### src/hw/acc_xfer_pkg.sv
// Package for the accumulator transfer decoder: opcodes, widths and reset values
package acc_xfer_pkg;

  // Datapath widths
  localparam int NIB_W   = 4;   // Accumulator and nibble registers
  localparam int INSN_W  = 10;  // Instruction word
  localparam int PTR_W   = 3;   // RAM pointer width
  localparam int BANK_W  = 2;   // RAM bank register width
  localparam int BYTE_W  = 8;   // Paired register width

  // Opcodes of the transfer group
  localparam logic [9:0] OP_COPY_BANK_TO_ACC     = 10'h053;
  localparam logic [9:0] OP_COPY_ACC_TO_SECOND   = 10'h00E;
  localparam logic [9:0] OP_WRITE_LCD_CTRL_ONE   = 10'h2A8;
  localparam logic [9:0] OP_WRITE_LCD_CTRL_TWO   = 10'h2A9;
  localparam logic [9:0] OP_LOAD_POINTER         = 10'h029;
  localparam logic [9:0] OP_LOAD_EXTENSION       = 10'h01A;
  localparam logic [9:0] OP_PORT_DRIVE_CFG_0     = 10'h228;
  localparam logic [9:0] OP_PORT_DRIVE_CFG_1     = 10'h229;
  localparam logic [9:0] OP_PORT_DRIVE_CFG_2     = 10'h22A;
  localparam logic [9:0] OP_WRITE_IRQ_CTRL_ONE   = 10'h217;
  localparam logic [9:0] OP_WRITE_KEY_WAKE_0     = 10'h21B;
  localparam logic [9:0] OP_WRITE_KEY_WAKE_1     = 10'h214;
  localparam logic [9:0] OP_WRITE_KEY_WAKE_2     = 10'h215;
  localparam logic [9:0] OP_WRITE_LCD_MODE_ONE   = 10'h20A;
  localparam logic [9:0] OP_WRITE_LCD_MODE_TWO   = 10'h20B;
  localparam logic [9:0] OP_WRITE_LCD_MODE_THREE = 10'h20C;
  localparam logic [9:0] OP_LOAD_LCD_CLOCK_TIMER = 10'h20D;
  localparam logic [5:0] OP_STORE_RAM_XOR_HI     = 6'h2B;  // Upper six bits, low four are j
  localparam logic [9:0] OP_WRITE_CLOCK_MODE_SEL = 10'h216;
  localparam logic [9:0] OP_WRITE_TIMER_GATE_BIT = 10'h2AA;
  localparam logic [9:0] OP_LOAD_PRESCALE_PAIR   = 10'h235;
  localparam logic [9:0] OP_WRITE_PULLUP_CTRL_0  = 10'h22D;
  localparam logic [9:0] OP_WRITE_PULLUP_CTRL_1  = 10'h22E;
  localparam logic [9:0] OP_LOAD_FIRST_RELOAD    = 10'h23F;

  // Reset values
  localparam logic [3:0] NIB_RST  = 4'h0;
  localparam logic [7:0] BYTE_RST = 8'h00;
  localparam logic [2:0] PTR_RST  = 3'h0;

endpackage : acc_xfer_pkg

### src/hw/acc_register_transfer_decode.sv
// Decoder and executor for the accumulator-to-register transfer instructions
//
// Behaviour
// - 0x00E loads second register from acc
// - 0x2A8/0x2A9 write LCD control one/two
// - 0x029 loads pointer from acc bits 2..0
// - 0x01A extension register = second:acc
// - 0x217 writes interrupt control one
// - 0x21B/0x214/0x215 write key wakeup regs
// - LCD mode copies; two/three at 0x20B/0x20C
// - 0x20D loads LCD timer and its reload
// - RAM store at pointer, file XOR j
// - 0x216 writes clock mode select
// - 0x2AA writes only acc bit 0
// - 0x235 loads prescaler and reload pair
// - 0x22D/0x22E write pull-up controls
// - 0x23F loads first timer reload
`timescale 1ns/1ps
module acc_register_transfer_decode
  import acc_xfer_pkg::*;
#(
  parameter int RAM_ADDR_W = 9  // Full RAM address width: bank, file, pointer
) (
  input  wire logic                  clk_sys,          // Instruction clock, 50 MHz
  input  wire logic                  rst_n,            // Async reset, active low
  input  wire logic                  insn_valid,       // Instruction word present
  input  wire logic [INSN_W-1:0]     insn,             // Fetched instruction word
  input  wire logic [NIB_W-1:0]      acc_in,           // Accumulator from core
  input  wire logic [BANK_W-1:0]     bank_in,          // RAM bank register
  input  wire logic [NIB_W-1:0]      file_in,          // RAM file register from core
  input  wire logic                  carry_in,         // Carry flag from core
  output logic                       acc_we,           // Accumulator write strobe
  output logic [NIB_W-1:0]           acc_wdata,        // New accumulator value
  output logic                       file_we,          // File register write strobe
  output logic [NIB_W-1:0]           file_wdata,       // New file register value
  output logic                       carry_out,        // Carry kept as is
  output logic                       skip_next,        // Never asserted by this group
  output logic                       ram_we,           // RAM write strobe
  output logic [RAM_ADDR_W-1:0]      ram_addr,         // RAM word address
  output logic [NIB_W-1:0]           ram_wdata,        // RAM write data
  output logic                       hit,              // Word belongs to this group
  output logic [NIB_W-1:0]           second_reg_r,     // Second working register
  output logic [PTR_W-1:0]           ram_pointer_r,    // RAM pointer
  output logic [BYTE_W-1:0]          extension_r,      // Extension register
  output logic [NIB_W-1:0]           lcd_ctrl_one_r,   // LCD control one
  output logic [NIB_W-1:0]           lcd_ctrl_two_r,   // LCD control two
  output logic [NIB_W-1:0]           port_drive_cfg_0_r, // Port drive config 0
  output logic [NIB_W-1:0]           port_drive_cfg_1_r, // Port drive config 1
  output logic [NIB_W-1:0]           port_drive_cfg_2_r, // Port drive config 2
  output logic [NIB_W-1:0]           irq_ctrl_one_r,   // Interrupt control one
  output logic [NIB_W-1:0]           key_wake_0_r,     // Key wakeup 0
  output logic [NIB_W-1:0]           key_wake_1_r,     // Key wakeup 1
  output logic [NIB_W-1:0]           key_wake_2_r,     // Key wakeup 2
  output logic [NIB_W-1:0]           lcd_mode_one_r,   // LCD mode one
  output logic [NIB_W-1:0]           lcd_mode_two_r,   // LCD mode two
  output logic [NIB_W-1:0]           lcd_mode_three_r, // LCD mode three
  output logic [NIB_W-1:0]           lcd_timer_r,      // LCD clock timer counter
  output logic [NIB_W-1:0]           counter_reload_value_r, // LCD timer reload
  output logic [NIB_W-1:0]           clock_mode_sel_r, // Clock mode select
  output logic                       timer_gate_r,     // One-bit timer gate
  output logic [BYTE_W-1:0]          prescale_count_r, // Prescaler counter
  output logic [BYTE_W-1:0]          prescale_reload_r, // Prescaler reload
  output logic [NIB_W-1:0]           pullup_ctrl_0_r,  // Pull-up control 0
  output logic [NIB_W-1:0]           pullup_ctrl_1_r,  // Pull-up control 1
  output logic [BYTE_W-1:0]          first_reload_r    // First timer reload
);

  // Opcode decode, each gated by a valid word
  // A word with valid low is never decoded, whatever the idle bus shows
  wire logic d_bank    = insn_valid && insn == OP_COPY_BANK_TO_ACC;
  wire logic d_second  = insn_valid && insn == OP_COPY_ACC_TO_SECOND;
  // LCD control pair, one register each
  wire logic d_lc1     = insn_valid && insn == OP_WRITE_LCD_CTRL_ONE;
  wire logic d_lc2     = insn_valid && insn == OP_WRITE_LCD_CTRL_TWO;
  wire logic d_ptr     = insn_valid && insn == OP_LOAD_POINTER;
  wire logic d_ext     = insn_valid && insn == OP_LOAD_EXTENSION;
  // Port structure, interrupt and wakeup copies
  wire logic d_pd0     = insn_valid && insn == OP_PORT_DRIVE_CFG_0;
  wire logic d_pd1     = insn_valid && insn == OP_PORT_DRIVE_CFG_1;
  wire logic d_pd2     = insn_valid && insn == OP_PORT_DRIVE_CFG_2;
  wire logic d_irq     = insn_valid && insn == OP_WRITE_IRQ_CTRL_ONE;
  wire logic d_kw0     = insn_valid && insn == OP_WRITE_KEY_WAKE_0;
  wire logic d_kw1     = insn_valid && insn == OP_WRITE_KEY_WAKE_1;
  wire logic d_kw2     = insn_valid && insn == OP_WRITE_KEY_WAKE_2;
  // LCD mode and LCD timer copies
  wire logic d_lm1     = insn_valid && insn == OP_WRITE_LCD_MODE_ONE;
  wire logic d_lm2     = insn_valid && insn == OP_WRITE_LCD_MODE_TWO;
  wire logic d_lm3     = insn_valid && insn == OP_WRITE_LCD_MODE_THREE;
  wire logic d_lct     = insn_valid && insn == OP_LOAD_LCD_CLOCK_TIMER;
  // RAM store matches the upper six bits only; the low nibble is the immediate
  wire logic d_ram     = insn_valid && insn[INSN_W-1:NIB_W] == OP_STORE_RAM_XOR_HI;
  // Clock, timer gate, prescaler, pull-up and reload copies
  wire logic d_clk     = insn_valid && insn == OP_WRITE_CLOCK_MODE_SEL;
  wire logic d_gate    = insn_valid && insn == OP_WRITE_TIMER_GATE_BIT;
  wire logic d_pre     = insn_valid && insn == OP_LOAD_PRESCALE_PAIR;
  wire logic d_pu0     = insn_valid && insn == OP_WRITE_PULLUP_CTRL_0;
  wire logic d_pu1     = insn_valid && insn == OP_WRITE_PULLUP_CTRL_1;
  wire logic d_rl1     = insn_valid && insn == OP_LOAD_FIRST_RELOAD;

  // Paired byte of second register over accumulator
  // Uses second_reg_r as held before the edge, so a copy and a pair load run back to back
  wire logic [BYTE_W-1:0] pair_byte = {second_reg_r, acc_in};

  // Immediate operand of the RAM store
  wire logic [NIB_W-1:0] imm_j = insn[NIB_W-1:0];

  // Core-facing results are combinational so they land in the same cycle
  assign acc_we     = d_bank;
  assign acc_wdata  = {{(NIB_W-BANK_W){1'b0}}, bank_in};
  assign file_we    = d_ram;
  assign file_wdata = file_in ^ imm_j;
  assign ram_we     = d_ram;
  // Address is bank, file, pointer; fitted to the parameter width on purpose
  assign ram_addr   = RAM_ADDR_W'({bank_in, file_in, ram_pointer_r});
  assign ram_wdata  = acc_in;
  // Carry passes through and no skip is ever requested by this group
  assign carry_out  = carry_in;
  assign skip_next  = 1'b0;

  // Group membership for the core sequencer
  // Tells the core that no other decoder owns this word
  assign hit = d_bank | d_second | d_lc1 | d_lc2 | d_ptr | d_ext | d_pd0 | d_pd1 | d_pd2
             | d_irq | d_kw0 | d_kw1 | d_kw2 | d_lm1 | d_lm2 | d_lm3 | d_lct | d_ram
             | d_clk | d_gate | d_pre | d_pu0 | d_pu1 | d_rl1;

  // Working registers
  always_ff @(posedge clk_sys or negedge rst_n) begin
    if (!rst_n) begin
      // Cleared; the core rewrites them before use
      second_reg_r  <= NIB_RST;
      ram_pointer_r <= PTR_RST;
      extension_r   <= BYTE_RST;
    end else begin
      // Each word writes only its own target; all else holds
      if (d_second) second_reg_r <= acc_in;
      // Top accumulator bit is dropped, the pointer is only three wide
      if (d_ptr) ram_pointer_r <= acc_in[PTR_W-1:0];
      if (d_ext) extension_r <= pair_byte;
    end
  end

  // LCD control and mode registers
  always_ff @(posedge clk_sys or negedge rst_n) begin
    if (!rst_n) begin
      // LCD stays blank until software programs it
      lcd_ctrl_one_r   <= NIB_RST;
      lcd_ctrl_two_r   <= NIB_RST;
      lcd_mode_one_r   <= NIB_RST;
      lcd_mode_two_r   <= NIB_RST;
      lcd_mode_three_r <= NIB_RST;
    end else begin
      // Full nibble copies
      if (d_lc1) lcd_ctrl_one_r <= acc_in;
      if (d_lc2) lcd_ctrl_two_r <= acc_in;
      if (d_lm1) lcd_mode_one_r <= acc_in;
      if (d_lm2) lcd_mode_two_r <= acc_in;
      if (d_lm3) lcd_mode_three_r <= acc_in;
    end
  end

  // Port structure, pull-up and wakeup registers
  always_ff @(posedge clk_sys or negedge rst_n) begin
    if (!rst_n) begin
      // Pins come up with default drive, no pull-up and no wakeup
      port_drive_cfg_0_r <= NIB_RST;
      port_drive_cfg_1_r <= NIB_RST;
      port_drive_cfg_2_r <= NIB_RST;
      key_wake_0_r       <= NIB_RST;
      key_wake_1_r       <= NIB_RST;
      key_wake_2_r       <= NIB_RST;
      pullup_ctrl_0_r    <= NIB_RST;
      pullup_ctrl_1_r    <= NIB_RST;
    end else begin
      // Full nibble copies, no read-modify-write
      if (d_pd0) port_drive_cfg_0_r <= acc_in;
      if (d_pd1) port_drive_cfg_1_r <= acc_in;
      if (d_pd2) port_drive_cfg_2_r <= acc_in;
      if (d_kw0) key_wake_0_r <= acc_in;
      if (d_kw1) key_wake_1_r <= acc_in;
      if (d_kw2) key_wake_2_r <= acc_in;
      if (d_pu0) pullup_ctrl_0_r <= acc_in;
      if (d_pu1) pullup_ctrl_1_r <= acc_in;
    end
  end

  // Interrupt and clock control
  always_ff @(posedge clk_sys or negedge rst_n) begin
    if (!rst_n) begin
      // Interrupts and clock selection start at their cleared codes
      irq_ctrl_one_r   <= NIB_RST;
      clock_mode_sel_r <= NIB_RST;
    end else begin
      // Full nibble copies
      if (d_irq) irq_ctrl_one_r <= acc_in;
      if (d_clk) clock_mode_sel_r <= acc_in;
    end
  end

  // Timer loads; the counters here only hold the loaded value, counting lives elsewhere
  always_ff @(posedge clk_sys or negedge rst_n) begin
    if (!rst_n) begin
      // Timers stopped and empty
      lcd_timer_r            <= NIB_RST;
      counter_reload_value_r <= NIB_RST;
      timer_gate_r           <= 1'b0;
      prescale_count_r       <= BYTE_RST;
      prescale_reload_r      <= BYTE_RST;
      first_reload_r         <= BYTE_RST;
    end else begin
      // Counter and reload take one value, so the first period is a full one
      if (d_lct) begin
        lcd_timer_r            <= acc_in;
        counter_reload_value_r <= acc_in;
      end
      // Only the lowest bit matters; the gate is a single flag
      if (d_gate) timer_gate_r <= acc_in[0];
      // Prescaler and its reload load from the pair at once
      if (d_pre) begin
        prescale_count_r  <= pair_byte;
        prescale_reload_r <= pair_byte;
      end
      if (d_rl1) first_reload_r <= pair_byte;
    end
  end
endmodule : acc_register_transfer_decode

### config.mk
export PLATFORM = sky130hd
export DESIGN_NAME = acc_register_transfer_decode
export DESIGN_NICKNAME = d
export VERILOG_FILES = /design/src/hw/acc_xfer_pkg.sv /design/src/hw/acc_register_transfer_decode.sv
export SDC_FILE = /design/constraint.sdc
export NUM_CORES = 1
export LEC_CHECK = 0
export BUFFER_PORTS_ARGS = -buffer_cell sky130_fd_sc_hd__clkbuf_2
export CAP_MARGIN = 20
export CORE_MARGIN = 2
export CORE_UTILIZATION = 37
export DETAILED_ROUTE_END_ITERATION = 8
export PLACE_DENSITY = 0.65
export SLEW_MARGIN = 40
export SYNTH_ARGS = -nofsm -noshare
export SYNTH_HDL_FRONTEND = slang
export SYNTH_SLANG_ARGS = --single-unit
### constraint.sdc
create_clock -name clk_sys -period 3.5 [get_ports clk_sys]
set_input_delay 0.35 -clock clk_sys [delete_from_list [all_inputs] [get_ports clk_sys]]
set_output_delay 0.35 -clock clk_sys [all_outputs]
set_load 0.03 [all_outputs]
==> summary.txt <==
STA
  – Fmax: 380 MHz
  – Max-slew violations: 0
  – Slew headroom: 49.1%
  – Final Cycle Share: 75.2%
  – Worst Clk Skew: 0.00350 ns
  – TNS Setup: 0 ns
  – RSZ-0062 raised after global routing: no
  – Worst slew pin tran: 0.759 ns
  – Min Tclk post-route: 2.63 ns
  – WHS: 0.00253 ns
  – Final setup violation count: 0
  – Final hold vios: 0

Floorplanning
  – Die height: 112 um
  – Initial Utilization: 38.0%
  – Core Region: 11,400 um2
  – Die W: 112 um
  – Die area: 12,600 um2
  – FP Rows: 39
  – Io pins: 159

Setup path
  – Crit path max-delay family: simple AND/OR/NAND/NOR gates
  – Worst path max stage delay: 0.56 ns
  – Crit Path Max Fanout: 8
  – Buffer and inverter count on the worst path: 2
  – Critical Path AT: 2.28 ns
  – CP max stage cell: nor4b_1
  – FF-to-FF path depth: 1
  – Critical-path cell list: clkbuf_2, nor4b_1, and2_1, nand4_1, a21boi_0, nand4_1, clkbuf_2
  – Crit path launch type: primary input
  – CP Capture Type: output pin
  – R2R Setup Slk: 2.68 ns
  – Worst path required time: 3.15 ns
  – Worst setup path class: in -> out
  – RR Startpoint: second_reg_r[3]
  – Reg-to-reg critical path endpoint: prescale_reload_r[7]

Logic synthesis
  – Synthesized area: 4330 um2
  – Cells after Synth: 320
  – Sequential share of the synthesized area: 55.4%
  – Yosys warning total: 0
  – Cell variety after synth: 40
  – Mapped Avg Cell Area: 13.5 um2
  – FF+latch count, synth: 96

Power and ir drop
  – P per Cell Area: 428 nW/um2
  – Total power: 2.26 mW
  – LEAKAGE: 2.90 nW
  – Peak supply drop: 0.255 mV

Clock network
  – CTS Sinks: 96
  – Clk slew on worst S/H paths: 0.07 ns
  – H-tree lvl count: 3
  – Clock latency on the worst-skew pair: 0.34 ns
  – Post-CTS setup buffers: 0
  – Clk buf depth: 2
  – CTS buffer count: 9
  – CTS tree: yes
  – Gates resized, CTS repair: 0
  – CTS Hold Bufs: 0
  – Root Driver: clkbuf_16

Detailed routing
  – Antenna viol nets, final: 0
  – Via density: 5.04
  – Wire per inst: 17.8 um
  – Via count: 2,947
  – DR iter-0 viols: 108
  – DRT Wirelength: 10,400 um
  – 1st-pass router iterations: 5
  – DRC Markers: 0

Place
  – Cell count after placement: 569
  – PortBufs: 147
  – HPWL Detailed: 7420 um
  – Placed inst area: 4990 um2
  – Final estimated routing congestion in global placement: 0.845

Job
  – Max-cap violation count: 0

Global routing
  – Overall Global Routing Usage: 16.8%
  – Largest net degree at the start of global routing: 72
  – Overflow left after global routing: 0
  – Vias in the first global route: 2,914
  – Global-route wire length before repair: 16,100 um
  – Initial antenna violation count: 0

Final layout
  – Ant diodes: 0
  – Layout cells sized above 1: 60.9%
  – Final non-filler cell total: 585
  – Nets: 461
  – Fin area: 5280 um2
  – Synth-to-layout area growth: 21.8%

Hold path
  – Hold crit path type: in -> async

Status
  – Status: finished, final reports clean
[synth_stat cells]
| cell type | number | share of area (%) |
|---|---|---|
| a21boi_0 | 2 | 0.35 |
| a22o_1 | 1 | 0.20 |
| a32o_1 | 1 | 0.23 |
| a32oi_1 | 1 | 0.20 |
| and2_1 | 1 | 0.14 |
| and3_1 | 2 | 0.29 |
| and3b_1 | 2 | 0.40 |
| and4bb_2 | 1 | 0.29 |
| buf_1 | 1 | 0.087 |
| buf_2 | 5 | 0.58 |
| buf_4 | 32 | 5.5 |
| clkbuf_1 | 9 | 0.78 |
| conb_1 | 1 | 0.087 |
| dfrtp_1 | 96 | 55 |
| inv_1 | 1 | 0.087 |
| mux2_2 | 92 | 24 |
| mux2_4 | 4 | 1.4 |
| nand2_1 | 12 | 1.0 |
| nand2b_1 | 6 | 0.87 |
| nand3_1 | 7 | 0.81 |
| nand3b_1 | 1 | 0.17 |
| nand4_1 | 6 | 0.87 |
| nor2_1 | 7 | 0.61 |
| nor2_2 | 1 | 0.14 |
| nor2b_1 | 2 | 0.29 |
| nor3_1 | 5 | 0.58 |
| nor3_2 | 1 | 0.23 |
| nor3b_1 | 4 | 0.69 |
| nor4_4 | 1 | 0.49 |
| nor4b_1 | 1 | 0.20 |
| nor4b_4 | 1 | 0.55 |
| nor4bb_1 | 2 | 0.46 |
| o211ai_1 | 1 | 0.17 |
| o21ai_0 | 1 | 0.12 |
| o221ai_1 | 1 | 0.20 |
| o41ai_1 | 1 | 0.20 |
| or3_1 | 1 | 0.14 |
| or4_1 | 1 | 0.17 |
| xnor2_1 | 1 | 0.20 |
| xor2_1 | 4 | 0.81 |
[flip-flops by register name (all words and copies together), names as in the netlist]
register,cells
port_drive_cfg_0_r,4
ram_pointer_r,3
timer_gate_r,1
pullup_ctrl_1_r,4
lcd_mode_three_r,4
extension_r,8
lcd_mode_two_r,4
port_drive_cfg_1_r,4
key_wake_2_r,4
lcd_mode_one_r,4
key_wake_1_r,4
second_reg_r,4
first_reload_r,8
key_wake_0_r,4
lcd_ctrl_one_r,4
clock_mode_sel_r,4
port_drive_cfg_2_r,4
lcd_ctrl_two_r,4
pullup_ctrl_0_r,4
irq_ctrl_one_r,4
prescale_reload_r,8
counter_reload_value_r,4
[per-stage QoR]
stage          util, %  worst slack (ns)
2_1_floorplan        -              1.45
3_3_place_gp      43.7             0.993
3_5_place_dp      43.7             0.929
4_1_cts           46.2             0.919
5_1_grt           46.2             0.722
6_report          46.2             0.866
[routing by layer]
layer	GRT usage [%]	part of all wire, %
met3	4.16	7.0
met5	0	0
met2	27.1	48
met1	21.7	43
met4	6.67	1.9
[kinds of logic after synthesis]
logic type / Yosys count / share of synthesized area [%]
other: 1 / 0.0865
XOR/XNOR: 5 / 1.01
AO/OA/AOI/OAI: 9 / 1.67
buffers and inverters: 48 / 7.07
AND/OR/NAND/NOR: 65 / 9.44
multiplexers: 96 / 25.3
flip-flops: 96 / 55.4
[placed cells by master (no fill, tap or decap), drive strengths merged, types with 5 or more instances in the layout]
master / synthesis / final
clkbuf: 9 / 157
dfrtp: 96 / 96
mux2: 96 / 96
nand2: 12 / 12
nor2: 8 / 8
nand3: 7 / 7
nand2b: 6 / 6
nand4: 6 / 6
nor3: 6 / 6
buf: 38 / 5
[final cells by class]
type	instances	area (um2)
clock buffers	11	253
clock inverters	5	31.3
fillers	1062	6140
inverters	1	3.75
multi-input cells	178	1640
flip-flops and latches	96	2400
well taps	143	179
repair buffers	151	772
[worst max-delay path by stage]
| stage | start | to | slack (ns) | cells after the start |
|---|---|---|---|---|
| finish | insn[4] | hit | 0.87 | 7 |
| global route | insn[3] | hit | 0.72 | 8 |
| CTS | insn[4] | hit | 0.92 | 7 |
| detailed placement | insn[4] | hit | 0.93 | 7 |
| global placement | insn[4] | hit | 0.99 | 7 |
| floorplan | insn[2] | hit | 1.45 | 5 |
[power breakdown]
group,switching [mW],internal (mW)
sequential,0.00867,1.12
clock,0.410,0.518
combinational,0.147,0.0513
total,0.566,1.69
No activity file was read; power rests on OpenSTA's default activity.
